## config.mk

```make
export PLATFORM = sky130hd
export DESIGN_NAME = saw_watchdog
export DESIGN_NICKNAME = d
export VERILOG_FILES = /design/src/saw_pkg.sv /design/src/saw_sync_edge.sv /design/src/saw_wdt_counter.sv /design/src/saw_watchdog.sv
export VERILOG_INCLUDE_DIRS = /design/src
export SDC_FILE = /design/constraint.sdc
export NUM_CORES = 1
export LEC_CHECK = 0
export ABC_AREA = 1
export BUFFER_PORTS_ARGS = -buffer_cell sky130_fd_sc_hd__buf_2
export CAP_MARGIN = 20
export CORE_MARGIN = 4
export CORE_UTILIZATION = 55
export DETAILED_ROUTE_END_ITERATION = 6
export PLACE_DENSITY = 0.87
export SKIP_LAST_GASP = 1
export SLEW_MARGIN = 20
export SYNTH_ARGS = -nofsm -noshare
export SYNTH_HDL_FRONTEND = slang
export SYNTH_SLANG_ARGS = --single-unit
```

## constraint.sdc

```tcl
create_clock -name mclk -period 2.9 [get_ports mclk]
set_input_delay 0.58 -clock mclk [delete_from_list [all_inputs] [get_ports mclk]]
set_output_delay 0.58 -clock mclk [all_outputs]
set_load 0.02 [all_outputs]
```

## src/saw_consts.svh

```systemverilog
// Purpose: Named constants for the sleep aware watchdog
// Assumes: Byte addressed Avalon-MM slave, one 32-bit word per register
// Notes:   Included by saw_wdt_counter, saw_watchdog and the testbench

`ifndef SAW_CONSTS_SVH
`define SAW_CONSTS_SVH

// ----------------------------------------------------------------------------
// Register offsets (byte addresses)
// ----------------------------------------------------------------------------
`define SAW_OFS_CONTROL     8'h00
`define SAW_OFS_MODE        8'h04
`define SAW_OFS_CORE_STATUS 8'h08
`define SAW_OFS_EVENT       8'h0C
`define SAW_OFS_MASK        8'h10
`define SAW_OFS_COUNT       8'h14

// ----------------------------------------------------------------------------
// Field positions and reset values
// ----------------------------------------------------------------------------
`define SAW_CTL_PS_MSB      5
`define SAW_CTL_PS_LSB      1
`define SAW_CTL_EN_BIT      0
`define SAW_PS_RESET        5'h0B
`define SAW_EN_RESET        1'b0
`define SAW_MODE_RESET      2'h3
`define SAW_STA_PD_BIT      0
`define SAW_STA_TO_BIT      1
`define SAW_STA_SLEEP_BIT   2
`define SAW_STA_ACTIVE_BIT  3
`define SAW_EVT_W           4
`define SAW_EVT_AWAKE_TO    0
`define SAW_EVT_SLEEP_TO    1
`define SAW_EVT_SLEEP_IN    2
`define SAW_EVT_WOKE        3

// ----------------------------------------------------------------------------
// Period select decoding and counter
// ----------------------------------------------------------------------------
`define SAW_PS_MAX          5'h12
`define SAW_PS_MIN          5'h00
`define SAW_CNT_W           23
`define SAW_CNT_FULL        23'h7FFFFF
`define SAW_CNT_ONE         23'h000001
`define SAW_CNT_ZERO        23'h000000

`endif

```

## src/saw_pkg.sv

```systemverilog
// Purpose: Types shared by the sleep aware watchdog modules
// Assumes: Nothing beyond the constants header
// Notes:   Mode encodings follow the two-bit configuration field

package saw_pkg;

	// Watchdog operating mode field
	typedef enum logic [1:0]
	{
		SAW_MODE_OFF     = 2'b00,
		SAW_MODE_SW      = 2'b01,
		SAW_MODE_NOSLEEP = 2'b10,
		SAW_MODE_ON      = 2'b11
	} saw_mode_t;

	// Device power state seen by the watchdog
	typedef enum logic [1:0]
	{
		SAW_ST_AWAKE   = 2'b00,
		SAW_ST_ASLEEP  = 2'b01,
		SAW_ST_STARTUP = 2'b10
	} saw_state_t;

endpackage

```

## src/saw_sync_edge.sv

```systemverilog
// Purpose: Brings the slow oscillator into the mclk domain as a tick
// Assumes: Oscillator far slower than mclk
// Notes:   Two flops of synchronisation before the edge detector

`timescale 1ns/1ns

module saw_sync_edge
	import saw_pkg::*;
(
	input  wire logic mclk,
	input  wire logic sys_rst,
	input  wire logic async_in,
	output logic      rise_tick
);

	logic meta;
	logic sync;
	logic sync_d;

	// Synchroniser chain and rising edge pulse
	always_ff @(posedge mclk or posedge sys_rst)
	begin
		if (sys_rst)
		begin
			meta      <= 1'b0;
			sync      <= 1'b0;
			sync_d    <= 1'b0;
			rise_tick <= 1'b0;
		end
		else
		begin
			meta      <= async_in;
			sync      <= meta;
			sync_d    <= sync;
			rise_tick <= sync & ~sync_d;
		end
	end

endmodule

```

## src/saw_wdt_counter.sv

```systemverilog
// Purpose: Prescaled watchdog counter with selectable terminal count
// Assumes: One osc_tick per slow oscillator rising edge
// Notes:   Clear has priority; terminal count restarts from zero

`timescale 1ns/1ns
`include "saw_consts.svh"

module saw_wdt_counter
	import saw_pkg::*;
(
	input  wire logic                 mclk,
	input  wire logic                 sys_rst,
	input  wire logic                 osc_tick,
	input  wire logic                 clear,
	input  wire logic [4:0]           period_select,
	output logic [`SAW_CNT_W-1:0]     count,
	output logic                      timeout
);

	// Last count value before wrap, i.e. 2^(5+code)-1; codes above 0x12 act as code 0
	function automatic logic [`SAW_CNT_W-1:0] saw_terminal(input logic [4:0] ps);
		logic [4:0] eff;
		eff = (ps > `SAW_PS_MAX) ? `SAW_PS_MIN : ps;
		saw_terminal = `SAW_CNT_FULL >> (`SAW_PS_MAX - eff);
	endfunction

	logic [`SAW_CNT_W-1:0] terminal;
	logic                  at_end;
	logic [`SAW_CNT_W-1:0] next_count;

	assign terminal   = saw_terminal(period_select);
	assign at_end     = osc_tick & (count == terminal);
	// Only slow oscillator edges advance the count; mclk rate is irrelevant
	assign next_count = (clear | at_end) ? `SAW_CNT_ZERO
	                  : osc_tick ? count + `SAW_CNT_ONE
	                  : count;

	// Count register and registered time-out pulse
	always_ff @(posedge mclk or posedge sys_rst)
	begin
		if (sys_rst)
		begin
			count   <= `SAW_CNT_ZERO;
			timeout <= 1'b0;
		end
		else
		begin
			count   <= next_count;
			timeout <= at_end & ~clear;
		end
	end

endmodule

```

## src/saw_watchdog.sv

```systemverilog
// Purpose: Sleep aware watchdog with Avalon-MM register access
// Assumes: Core events arrive as one-cycle pulses on mclk; slow osc is a pin
// Notes:   Time-out while awake requests a device reset, while asleep a wake
//
// The register offsets and register access over Avalon-MM were chosen for this implementation.

`timescale 1ns/1ns
`include "saw_consts.svh"

module saw_watchdog
	import saw_pkg::*;
(
	input  wire logic        mclk,
	input  wire logic        sys_rst,
	input  wire logic        low_freq_osc,
	input  wire logic [7:0]  avs_address,
	input  wire logic        avs_read,
	input  wire logic        avs_write,
	input  wire logic [31:0] avs_writedata,
	output logic [31:0]      avs_readdata,
	output logic             avs_waitrequest,
	input  wire logic        clear_watchdog_instr,
	input  wire logic        sleep_instr,
	input  wire logic        wake_req,
	input  wire logic        osc_fail,
	input  wire logic        osc_startup_timer,
	input  wire logic        sysclk_is_crystal,
	output logic             wdt_reset_req,
	output logic             wake_out,
	output logic             in_sleep,
	output logic             timeout_flag_n,
	output logic             powerdown_flag_n,
	output logic             irq
);

	// ------------------------------------------------------------------------
	// Declarations
	// ------------------------------------------------------------------------
	logic [4:0]              period_select;
	logic                    sw_watchdog_enable;
	saw_mode_t               watchdog_mode_cfg;
	saw_state_t              state;
	saw_state_t              next_state;
	logic [`SAW_EVT_W-1:0]   event_status;
	logic [`SAW_EVT_W-1:0]   event_mask;
	logic [`SAW_EVT_W-1:0]   event_set;
	logic [`SAW_CNT_W-1:0]   wdt_count;
	logic                    wdt_timeout;
	logic                    osc_tick;
	logic                    bus_ack;
	logic                    bus_req;
	logic                    wr_fire;
	logic                    sel_control;
	logic                    sel_mode;
	logic                    sel_core;
	logic                    sel_event;
	logic                    sel_mask;
	logic                    sel_count;
	logic [31:0]             read_mux;
	logic                    awake;
	logic                    wdt_active;
	logic                    sleep_entry;
	logic                    sleep_exit;
	logic                    timeout_awake;
	logic                    timeout_sleep;
	logic                    wdt_clear;

	// ------------------------------------------------------------------------
	// Slow oscillator tick and counter
	// ------------------------------------------------------------------------

	// Synchronised rising edge of the slow oscillator
	saw_sync_edge u_sync
	(
		.mclk      (mclk),
		.sys_rst   (sys_rst),
		.async_in  (low_freq_osc),
		.rise_tick (osc_tick)
	);

	// Prescaler and time-out counter
	saw_wdt_counter u_counter
	(
		.mclk          (mclk),
		.sys_rst       (sys_rst),
		.osc_tick      (osc_tick),
		.clear         (wdt_clear),
		.period_select (period_select),
		.count         (wdt_count),
		.timeout       (wdt_timeout)
	);

	// ------------------------------------------------------------------------
	// Avalon-MM slave: one wait state per access
	// ------------------------------------------------------------------------

	// Request decode and handshake
	assign bus_req         = avs_read | avs_write;
	assign avs_waitrequest = bus_req & ~bus_ack;
	assign wr_fire         = avs_write & bus_ack;
	assign sel_control     = (avs_address == `SAW_OFS_CONTROL);
	assign sel_mode        = (avs_address == `SAW_OFS_MODE);
	assign sel_core        = (avs_address == `SAW_OFS_CORE_STATUS);
	assign sel_event       = (avs_address == `SAW_OFS_EVENT);
	assign sel_mask        = (avs_address == `SAW_OFS_MASK);
	assign sel_count       = (avs_address == `SAW_OFS_COUNT);

	// Read data selection; unmapped addresses read zero
	always_comb
	begin
		read_mux = 32'h00000000;
		if (sel_control)
		begin
			read_mux[`SAW_CTL_PS_MSB:`SAW_CTL_PS_LSB] = period_select;
			read_mux[`SAW_CTL_EN_BIT]                 = sw_watchdog_enable;
		end
		else if (sel_mode)
		begin
			read_mux[1:0] = watchdog_mode_cfg;
		end
		else if (sel_core)
		begin
			read_mux[`SAW_STA_PD_BIT]     = powerdown_flag_n;
			read_mux[`SAW_STA_TO_BIT]     = timeout_flag_n;
			read_mux[`SAW_STA_SLEEP_BIT]  = in_sleep;
			read_mux[`SAW_STA_ACTIVE_BIT] = wdt_active;
		end
		else if (sel_event)
		begin
			read_mux[`SAW_EVT_W-1:0] = event_status;
		end
		else if (sel_mask)
		begin
			read_mux[`SAW_EVT_W-1:0] = event_mask;
		end
		else if (sel_count)
		begin
			read_mux[`SAW_CNT_W-1:0] = wdt_count;
		end
	end

	// Acknowledge flop and registered read data
	always_ff @(posedge mclk or posedge sys_rst)
	begin
		if (sys_rst)
		begin
			bus_ack      <= 1'b0;
			avs_readdata <= 32'h00000000;
		end
		else
		begin
			bus_ack <= bus_req & ~bus_ack;
			if (avs_read & ~bus_ack)
			begin
				avs_readdata <= read_mux;
			end
		end
	end

	// ------------------------------------------------------------------------
	// Software registers
	// ------------------------------------------------------------------------

	// Control, mode and mask registers
	always_ff @(posedge mclk or posedge sys_rst)
	begin
		if (sys_rst)
		begin
			period_select      <= `SAW_PS_RESET;
			sw_watchdog_enable <= `SAW_EN_RESET;
			watchdog_mode_cfg  <= saw_mode_t'(`SAW_MODE_RESET);
			event_mask         <= {`SAW_EVT_W{1'b0}};
		end
		else if (wr_fire)
		begin
			if (sel_control)
			begin
				period_select      <= avs_writedata[`SAW_CTL_PS_MSB:`SAW_CTL_PS_LSB];
				sw_watchdog_enable <= avs_writedata[`SAW_CTL_EN_BIT];
			end
			if (sel_mode)
			begin
				watchdog_mode_cfg <= saw_mode_t'(avs_writedata[1:0]);
			end
			if (sel_mask)
			begin
				event_mask <= avs_writedata[`SAW_EVT_W-1:0];
			end
		end
	end

	// ------------------------------------------------------------------------
	// Mode decoding and clear conditions
	// ------------------------------------------------------------------------

	// Watchdog activity from mode, enable and power state
	assign awake      = (state != SAW_ST_ASLEEP);
	assign wdt_active = (watchdog_mode_cfg == SAW_MODE_ON)
	                  | ((watchdog_mode_cfg == SAW_MODE_NOSLEEP) & awake)
	                  | ((watchdog_mode_cfg == SAW_MODE_SW)
	                     & sw_watchdog_enable);

	// Power state transitions and time-out routing
	assign sleep_entry   = (state == SAW_ST_AWAKE) & sleep_instr;
	assign timeout_sleep = (state == SAW_ST_ASLEEP) & wdt_timeout & wdt_active;
	assign sleep_exit    = (state == SAW_ST_ASLEEP) & (wake_req | wdt_timeout & wdt_active);
	assign timeout_awake = awake & wdt_timeout & wdt_active;

	// Every condition that clears counter and prescaler
	assign wdt_clear = ~wdt_active
	                 | clear_watchdog_instr
	                 | osc_fail
	                 | osc_startup_timer
	                 | sleep_entry
	                 | sleep_exit
	                 | (state == SAW_ST_STARTUP);

	// ------------------------------------------------------------------------
	// Power state machine
	// ------------------------------------------------------------------------

	// Next state; crystal clocks hold through oscillator start-up
	always_comb
	begin
		next_state = state;
		case (state)
			SAW_ST_AWAKE:
			begin
				if (sleep_instr)
				begin
					next_state = SAW_ST_ASLEEP;
				end
			end
			SAW_ST_ASLEEP:
			begin
				if (sleep_exit)
				begin
					next_state = sysclk_is_crystal ? SAW_ST_STARTUP : SAW_ST_AWAKE;
				end
			end
			SAW_ST_STARTUP:
			begin
				if (~osc_startup_timer)
				begin
					next_state = SAW_ST_AWAKE;
				end
			end
			default:
			begin
				next_state = SAW_ST_AWAKE;
			end
		endcase
	end

	// State register
	always_ff @(posedge mclk or posedge sys_rst)
	begin
		if (sys_rst)
		begin
			state <= SAW_ST_AWAKE;
		end
		else
		begin
			state <= next_state;
		end
	end

	// ------------------------------------------------------------------------
	// Core status flags and event outputs
	// ------------------------------------------------------------------------

	// Active-low time-out and power-down flags
	always_ff @(posedge mclk or posedge sys_rst)
	begin
		if (sys_rst)
		begin
			timeout_flag_n   <= 1'b1;
			powerdown_flag_n <= 1'b1;
		end
		else if (timeout_awake)
		begin
			timeout_flag_n <= 1'b0;
		end
		else if (timeout_sleep)
		begin
			timeout_flag_n   <= 1'b0;
			powerdown_flag_n <= 1'b0;
		end
		else if (sleep_entry)
		begin
			timeout_flag_n   <= 1'b1;
			powerdown_flag_n <= 1'b0;
		end
		else if (clear_watchdog_instr & awake)
		begin
			timeout_flag_n   <= 1'b1;
			powerdown_flag_n <= 1'b1;
		end
	end

	// Reset request, wake pulse and sleep level
	always_ff @(posedge mclk or posedge sys_rst)
	begin
		if (sys_rst)
		begin
			wdt_reset_req <= 1'b0;
			wake_out      <= 1'b0;
			in_sleep      <= 1'b0;
		end
		else
		begin
			wdt_reset_req <= timeout_awake;
			wake_out      <= sleep_exit;
			in_sleep      <= (next_state == SAW_ST_ASLEEP);
		end
	end

	// ------------------------------------------------------------------------
	// Interrupt status, write one to clear, set wins
	// ------------------------------------------------------------------------

	// Event sources for sticky status bits
	always_comb
	begin
		event_set                    = {`SAW_EVT_W{1'b0}};
		event_set[`SAW_EVT_AWAKE_TO] = timeout_awake;
		event_set[`SAW_EVT_SLEEP_TO] = timeout_sleep;
		event_set[`SAW_EVT_SLEEP_IN] = sleep_entry;
		event_set[`SAW_EVT_WOKE]     = sleep_exit;
	end

	// Sticky status register
	always_ff @(posedge mclk or posedge sys_rst)
	begin
		if (sys_rst)
		begin
			event_status <= {`SAW_EVT_W{1'b0}};
		end
		else if (wr_fire & sel_event)
		begin
			event_status <= (event_status & ~avs_writedata[`SAW_EVT_W-1:0]) | event_set;
		end
		else
		begin
			event_status <= event_status | event_set;
		end
	end

	// Level interrupt from unmasked events
	assign irq = |(event_status & event_mask);

endmodule

```

Word level (Yosys, flattened, before mapping)
Index checks and enable logic that the tools add are counted.
{ "word_totals": {"romBits": 0, "mem_bits_rw": 0, "n_memories": 0, "inputBits": 51, "wordCells": 110, "latchBits": 0, "output_inout_bits": 39, "reg_bits": 75} }
{ "classes": {"eq_ne": 13, "bitwise": 38, "shift": 1, "addsub": 2, "n_mul": 0, "muxes": 26, "reduce_logical": 10, "div": 0, "order_cmp": 1} }
{ "op_table": {"columns": ["op", "count"], "rows": [
  ["2-to-1 mux 23 bit", 3],
  ["2-to-1 mux 19 bit", 3],
  ["adder 23 x 1 -> 23 bit, second input constant", 1],
  ["== test 23 bit", 1],
  [">> shifter 23 x 5 -> 23 bit, first input constant", 1],
  ["2-to-1 mux 21 bit", 1],
  ["bitwise AND 1 bit", 17],
  ["2-to-1 mux 17 bit", 1],
  ["== test 8 x 4 -> 1 bit, second input constant", 2],
  ["== test 8 x 5 -> 1 bit, second input constant", 2],
  ["2-to-1 mux 4 bit", 4],
  ["OR 1 bit", 11],
  ["2-to-1 mux 2 bit", 5],
  ["bitwise AND 4 bit", 2],
  ["== test 8 x 3 -> 1 bit, second input constant", 1],
  ["logical NOT 8 bit", 1],
  ["OR 4 bit", 2],
  ["AND reduction 2 bit", 4],
  ["== test 2 x 1 -> 1 bit, second input constant", 3],
  ["== test 2 bit, second input constant", 3],
  ["2-to-1 mux 1 bit", 6],
  ["2-to-1 mux 6 bit", 1],
  ["case mux 2 bit (3 select lines)", 1],
  ["greater-than comparator 5 bit, second input constant", 1],
  ["other kinds (10)", 14]
]} }

Depth between registers and ports, before layout
{ "logic_depth": {"depth_word": 13, "depth_mapped": 22, "mapped_depth_nobuf": 21} }

Cells and area by module
Synthesis repeated with hierarchy kept, for this count alone.
{ "unflattened": {"hier_cells": 638, "hier_area_um2": 4652.0} }
{ "modules_own_cells": {"columns": ["module", "area_each_um2", "n_inst", "cells_per_inst"], "rows": [
  ["saw_watchdog", 2361.0, 1, 283],
  ["saw_wdt_counter", 2177.1, 1, 348],
  ["saw_sync_edge", 113.9, 1, 7]
]} }

Least setup slack after synthesis
No wires, ideal clock.
{ "synth_timing": {"path_kind": "flip-flop to flip-flop", "from": "register period_select[1]", "to": "register u_counter.count[1]", "arrival_ns": 2.474, "path_stages_with_launch": 21, "slack_ns": 0.303, "required_ns": 2.778, "path_buffers": 1, "cell_sequence": "dfstp_2 > nand2_2 > nand2_4 > nand2_1 > nand2_1 > inv_1 > ha_1 > ha_1 > nor2_1 > nand2_2 > nand2_1 > nand2_1 > nand2_1 > nand3_1 > nor2_1 > nand2_1 > nor2_2 > nand2_2 > nand2_4 > buf_12 > nor2_2"} }
{ "synth_via": {"elab_chain_cells": 8, "elab_cells_between_ends": 9, "cone_classes": "1 x add/sub; 1 x order compare; 1 x eq/ne; 1 x shift; 2 x mux; 2 x bitwise; 1 x reduce/logical"} }
{ "synth_rtl": {"columns": ["element", "line_no", "source"], "rows": [
  ["from (decl)", "saw_watchdog.sv:39", "logic [4:0] period_select;"],
  ["from (signal assigned)", "saw_watchdog.sv:169", "period_select <= `SAW_PS_RESET;"],
  ["from (signal assigned)", "saw_watchdog.sv:178", "period_select <= avs_writedata[`SAW_CTL_PS_MSB:`SAW_CTL_PS_LSB];"],
  ["greater-than comparator 5 bit (no source line)", null, null],
  ["2-to-1 mux 5 bit (*)", "saw_wdt_counter.sv:23", "eff = (ps > `SAW_PS_MAX) ? `SAW_PS_MIN : ps;"],
  ["subtractor 5 bit (no source line) (*)", null, null],
  [">> shifter 23 x 5 -> 23 bit (no source line) (*)", null, null],
  ["== test 23 bit (*)", "saw_wdt_counter.sv:32", "assign at_end = osc_tick & (count == terminal);"],
  ["bitwise AND 1 bit (*)", "saw_wdt_counter.sv:32", null],
  ["OR 1 bit (*)", "saw_wdt_counter.sv:34", "assign next_count = (clear | at_end) ? `SAW_CNT_ZERO"],
  ["2-to-1 mux 23 bit / nonzero test 2 bit (equally long branches)", null, null],
  ["to (signal assigned)", "saw_wdt_counter.sv:43", "count <= `SAW_CNT_ZERO;"],
  ["to (signal assigned)", "saw_wdt_counter.sv:48", "count <= next_count;"],
  ["to (decl)", "saw_wdt_counter.sv:16", "output logic [`SAW_CNT_W-1:0] count,"]
]} }
Mark *: on every way between the ends. The rest lies on a longest branch, timed or not.
A chain may end at the register's enable or synchronous reset.

Worst setup path after layout
{ "layout_timing": {"from": "register period_select[0]", "to": "register u_counter.count[9]"} }
Same word-level chain as after synthesis.

==> impl_metrics.ini <==
[timing]
final-hold-violation-count = 0
fin_ws_ns = 0.0705
timing.final.crit_share_pct = 97.6
final.min_clock_period_ns = 2.83
finalMaxSlewViolations = 0
holdWs_ns = 0.298
fmax_mhz = 353
skew_ns = 0.00887
tightest_slew_ns = 0.663
setup-tns-final_ns = 0
setup_violations = 0
slew_headroom_pct = 55.8

[detailed_routing]
via_per_inst = 5.56
vias = 4669
ant_nets = 0
drt_iter0_drc = 424
firstDrtPassIters = 5
routedWlPerCell_um = 15.5
drc = 0
routed_wl_um = 13000

[outcome]
status = finished, final reports clean

[global_routing]
antenna_found_initial = 0
grt_max_degree = 47
grt_first_pass_wirelength_um = 20500
grt_use_total_pct = 25.9
grt_overflow_total = 0
grt_pass1_vias = 4290

[setup_path]
worstSetupPathType = reg -> reg
cp.arrival_ns = 3.08
worstSetupStartpointType = flop
crit_fanout = 10
critPathCaptureType = flop
required_ns = 3.15

[clock_tree]
ctsHoldBuffers = 0
cts_buffer_depth = 2
insertion_delay_ns = 0.36
ctsRootBufferMaster = clkbuf_8
cts_tree = yes
clock-sinks = 75
clk_pin_slew_worst_paths_ns = 0.09
cts_made_buffers = 9
cts.htree.levels = 3

[power_and_ir_drop]
power.density_nw_per_um2 = 445
power.total_mw = 2.43
ir_drop_v = 0.000394
cellLeakagePower_nw = 2.68

[place]
port-buffer-count = 54
gp_congestion = 0.986
pre_cts_ws_ns = 0.0362
hpwlAfterDp_um = 9430

[yosys]
yosysWarnings = 0
yosysSeqAreaShare_pct = 40.6
avgSynthCellArea_sq_um = 7.09
syn_inst = 655
synth_largest_area_cell = dfrtp_1
synth_cell_types = 37
ys_ff_latch = 75
yosysTopAreaCellShare_pct = 36.6
synth.area.top_cells = dfrtp_1 (37%), nand2_1 (17%), nor2_1 (5.8%)
synth_area_sq_um = 4640

[die]
initial_utilization_pct = 56.5
dieArea_sq_um = 9980
fp.dieW_um = 99.9
core.rowCount = 33
die_h_um = 99.9
ios = 90
fp.coreArea_sq_um = 8220

[cells_and_area]
syn_to_final_growth_pct = 17.7
final_common_cell = nand2_1
finish.utilization_pct = 66.5
drive_gt1_share_pct = 20.7
final_nets = 785
layout_common_cells = nand2_1 (207), dfrtp_1 (68), nor2_1 (67)
diodes = 0

[worst_hold_path]
hold_class = in -> async

[job]
cap_violations = 0
timing repair:
action	4_1_cts	5_1_grt
buffers inserted	0	7
pin swaps	0	13
gates cloned	0	2
setup endpoints to repair	22	24
resized for setup	4	26
Yosys cell counts, drive strengths merged:
cell and n:
clkbuf 9, o31ai 16, o21ai 27, dfrtp 68, o211ai 1, nand3 53
inv 72, buf 18, nor3 15, dfstp 7, a211oi 1, nor4 5
xor2 12, a22oi 1, a21oi 12, o21bai 2, o22ai 2, nor4b 1
nand4 10, xnor2 1, a221oi 3, nand2 218, or2 1, ha 5
a21boi 1, conb 1, nor2 90, nand3b 1, o32ai 2
cell type report:
| class | count | area, sq um |
|---|---|---|
| multi-input cells | 490 | 2420 |
| clock buffers | 9 | 124 |
| fillers | 712 | 2750 |
| well taps | 105 | 131 |
| clock inverters | 7 | 101 |
| flip-flops and latches | 75 | 1890 |
| repair buffers | 81 | 527 |
| inverters | 72 | 275 |
per-stage QoR:
step	cells	area, sq um
floorplan	663	4670
global placement	814	5050
detailed placement	814	5050
CTS	830	5290
global route	839	5470
finish	839	5470
worst paths after layout:
kind | start | to | slack (ns) | cells after the start
max | period_select[0] | u_counter.count[9] | 0.07 | 21
min | sys_rst | avs_readdata[7] | 0.30 | 2
max reg2reg | period_select[0] | u_counter.count[9] | 0.07 | 21
min reg2reg | u_sync.meta | u_sync.sync | 0.36 | 0
max in group asynchronous | sys_rst | watchdog_mode_cfg[0] | 1.87 | 3
min in group mclk | low_freq_osc | u_sync.meta | 0.32 | 1
sequential cells by signal (all words and copies together) (netlist names):
signal / flops
u_sync.sync_d: 1
u_counter.count: 23
wake_out: 1
timeout_flag_n: 1
wdt_reset_req: 1
in_sleep: 1
event_status: 4
sw_watchdog_enable: 1
u_sync.rise_tick: 1
bus_ack: 1
avs_readdata: 23
powerdown_flag_n: 1
u_sync.sync: 1
period_select: 5
state: 2
u_sync.meta: 1
watchdog_mode_cfg: 2
event_mask: 4
u_counter.timeout: 1
power breakdown:
group / internal (mW) / leakage, nW / total, mW / switching (mW)
Clock: 0.490 / 0.106 / 0.929 / 0.439
Combinational: 0.116 / 1.60 / 0.359 / 0.243
Sequential: 1.10 / 0.973 / 1.14 / 0.0400
Total: 1.71 / 2.68 / 2.43 / 0.722
routing by layer:
| layer | wire (um) | vias up | share of wire [%] | track usage, % |
|---|---|---|---|---|
| met2 | 6270 | 218 | 48 | 42.3 |
| li1 | - | 2242 | - | - |
| met5 | 0 | - | 0 | 0 |
| met3 | 1030 | 29 | 7.9 | 4.38 |
| met1 | 5400 | 2180 | 42 | 35.0 |
| met4 | 290 | 0 | 2.2 | 8.93 |
critical path: stages (launching register included):
cell and delay (ns):
dfstp_2 0.56, nand2_2 0.08, nand2_4 0.10, nand2_4 0.06, nand2_2 0.09, inv_2 0.05
ha_4 0.17, inv_2 0.07, nand4_1 0.16, nand2_4 0.21, buf_12 0.15, buf_4 0.11
nand2_1 0.04, nand2_1 0.08, nand2_1 0.06, nor2_1 0.11, nand2_1 0.08, nor2_2 0.15
nand2_4 0.11, buf_6 0.14, nand3_1 0.06, nor2_1 0.06
cells by family after synthesis:
logic type               Yosys count  synth area share [%]
other                              1                0.0808
XOR/XNOR                          13                  2.45
buffers and inverters             99                  9.86
AO/OA/AOI/OAI                     68                  8.97
AND/OR/NAND/NOR                  394                  36.7
flip-flops                        75                  40.6
adder cells (fa/ha/maj)            5                  1.35
No activity file was read; power rests on OpenSTA's default activity.
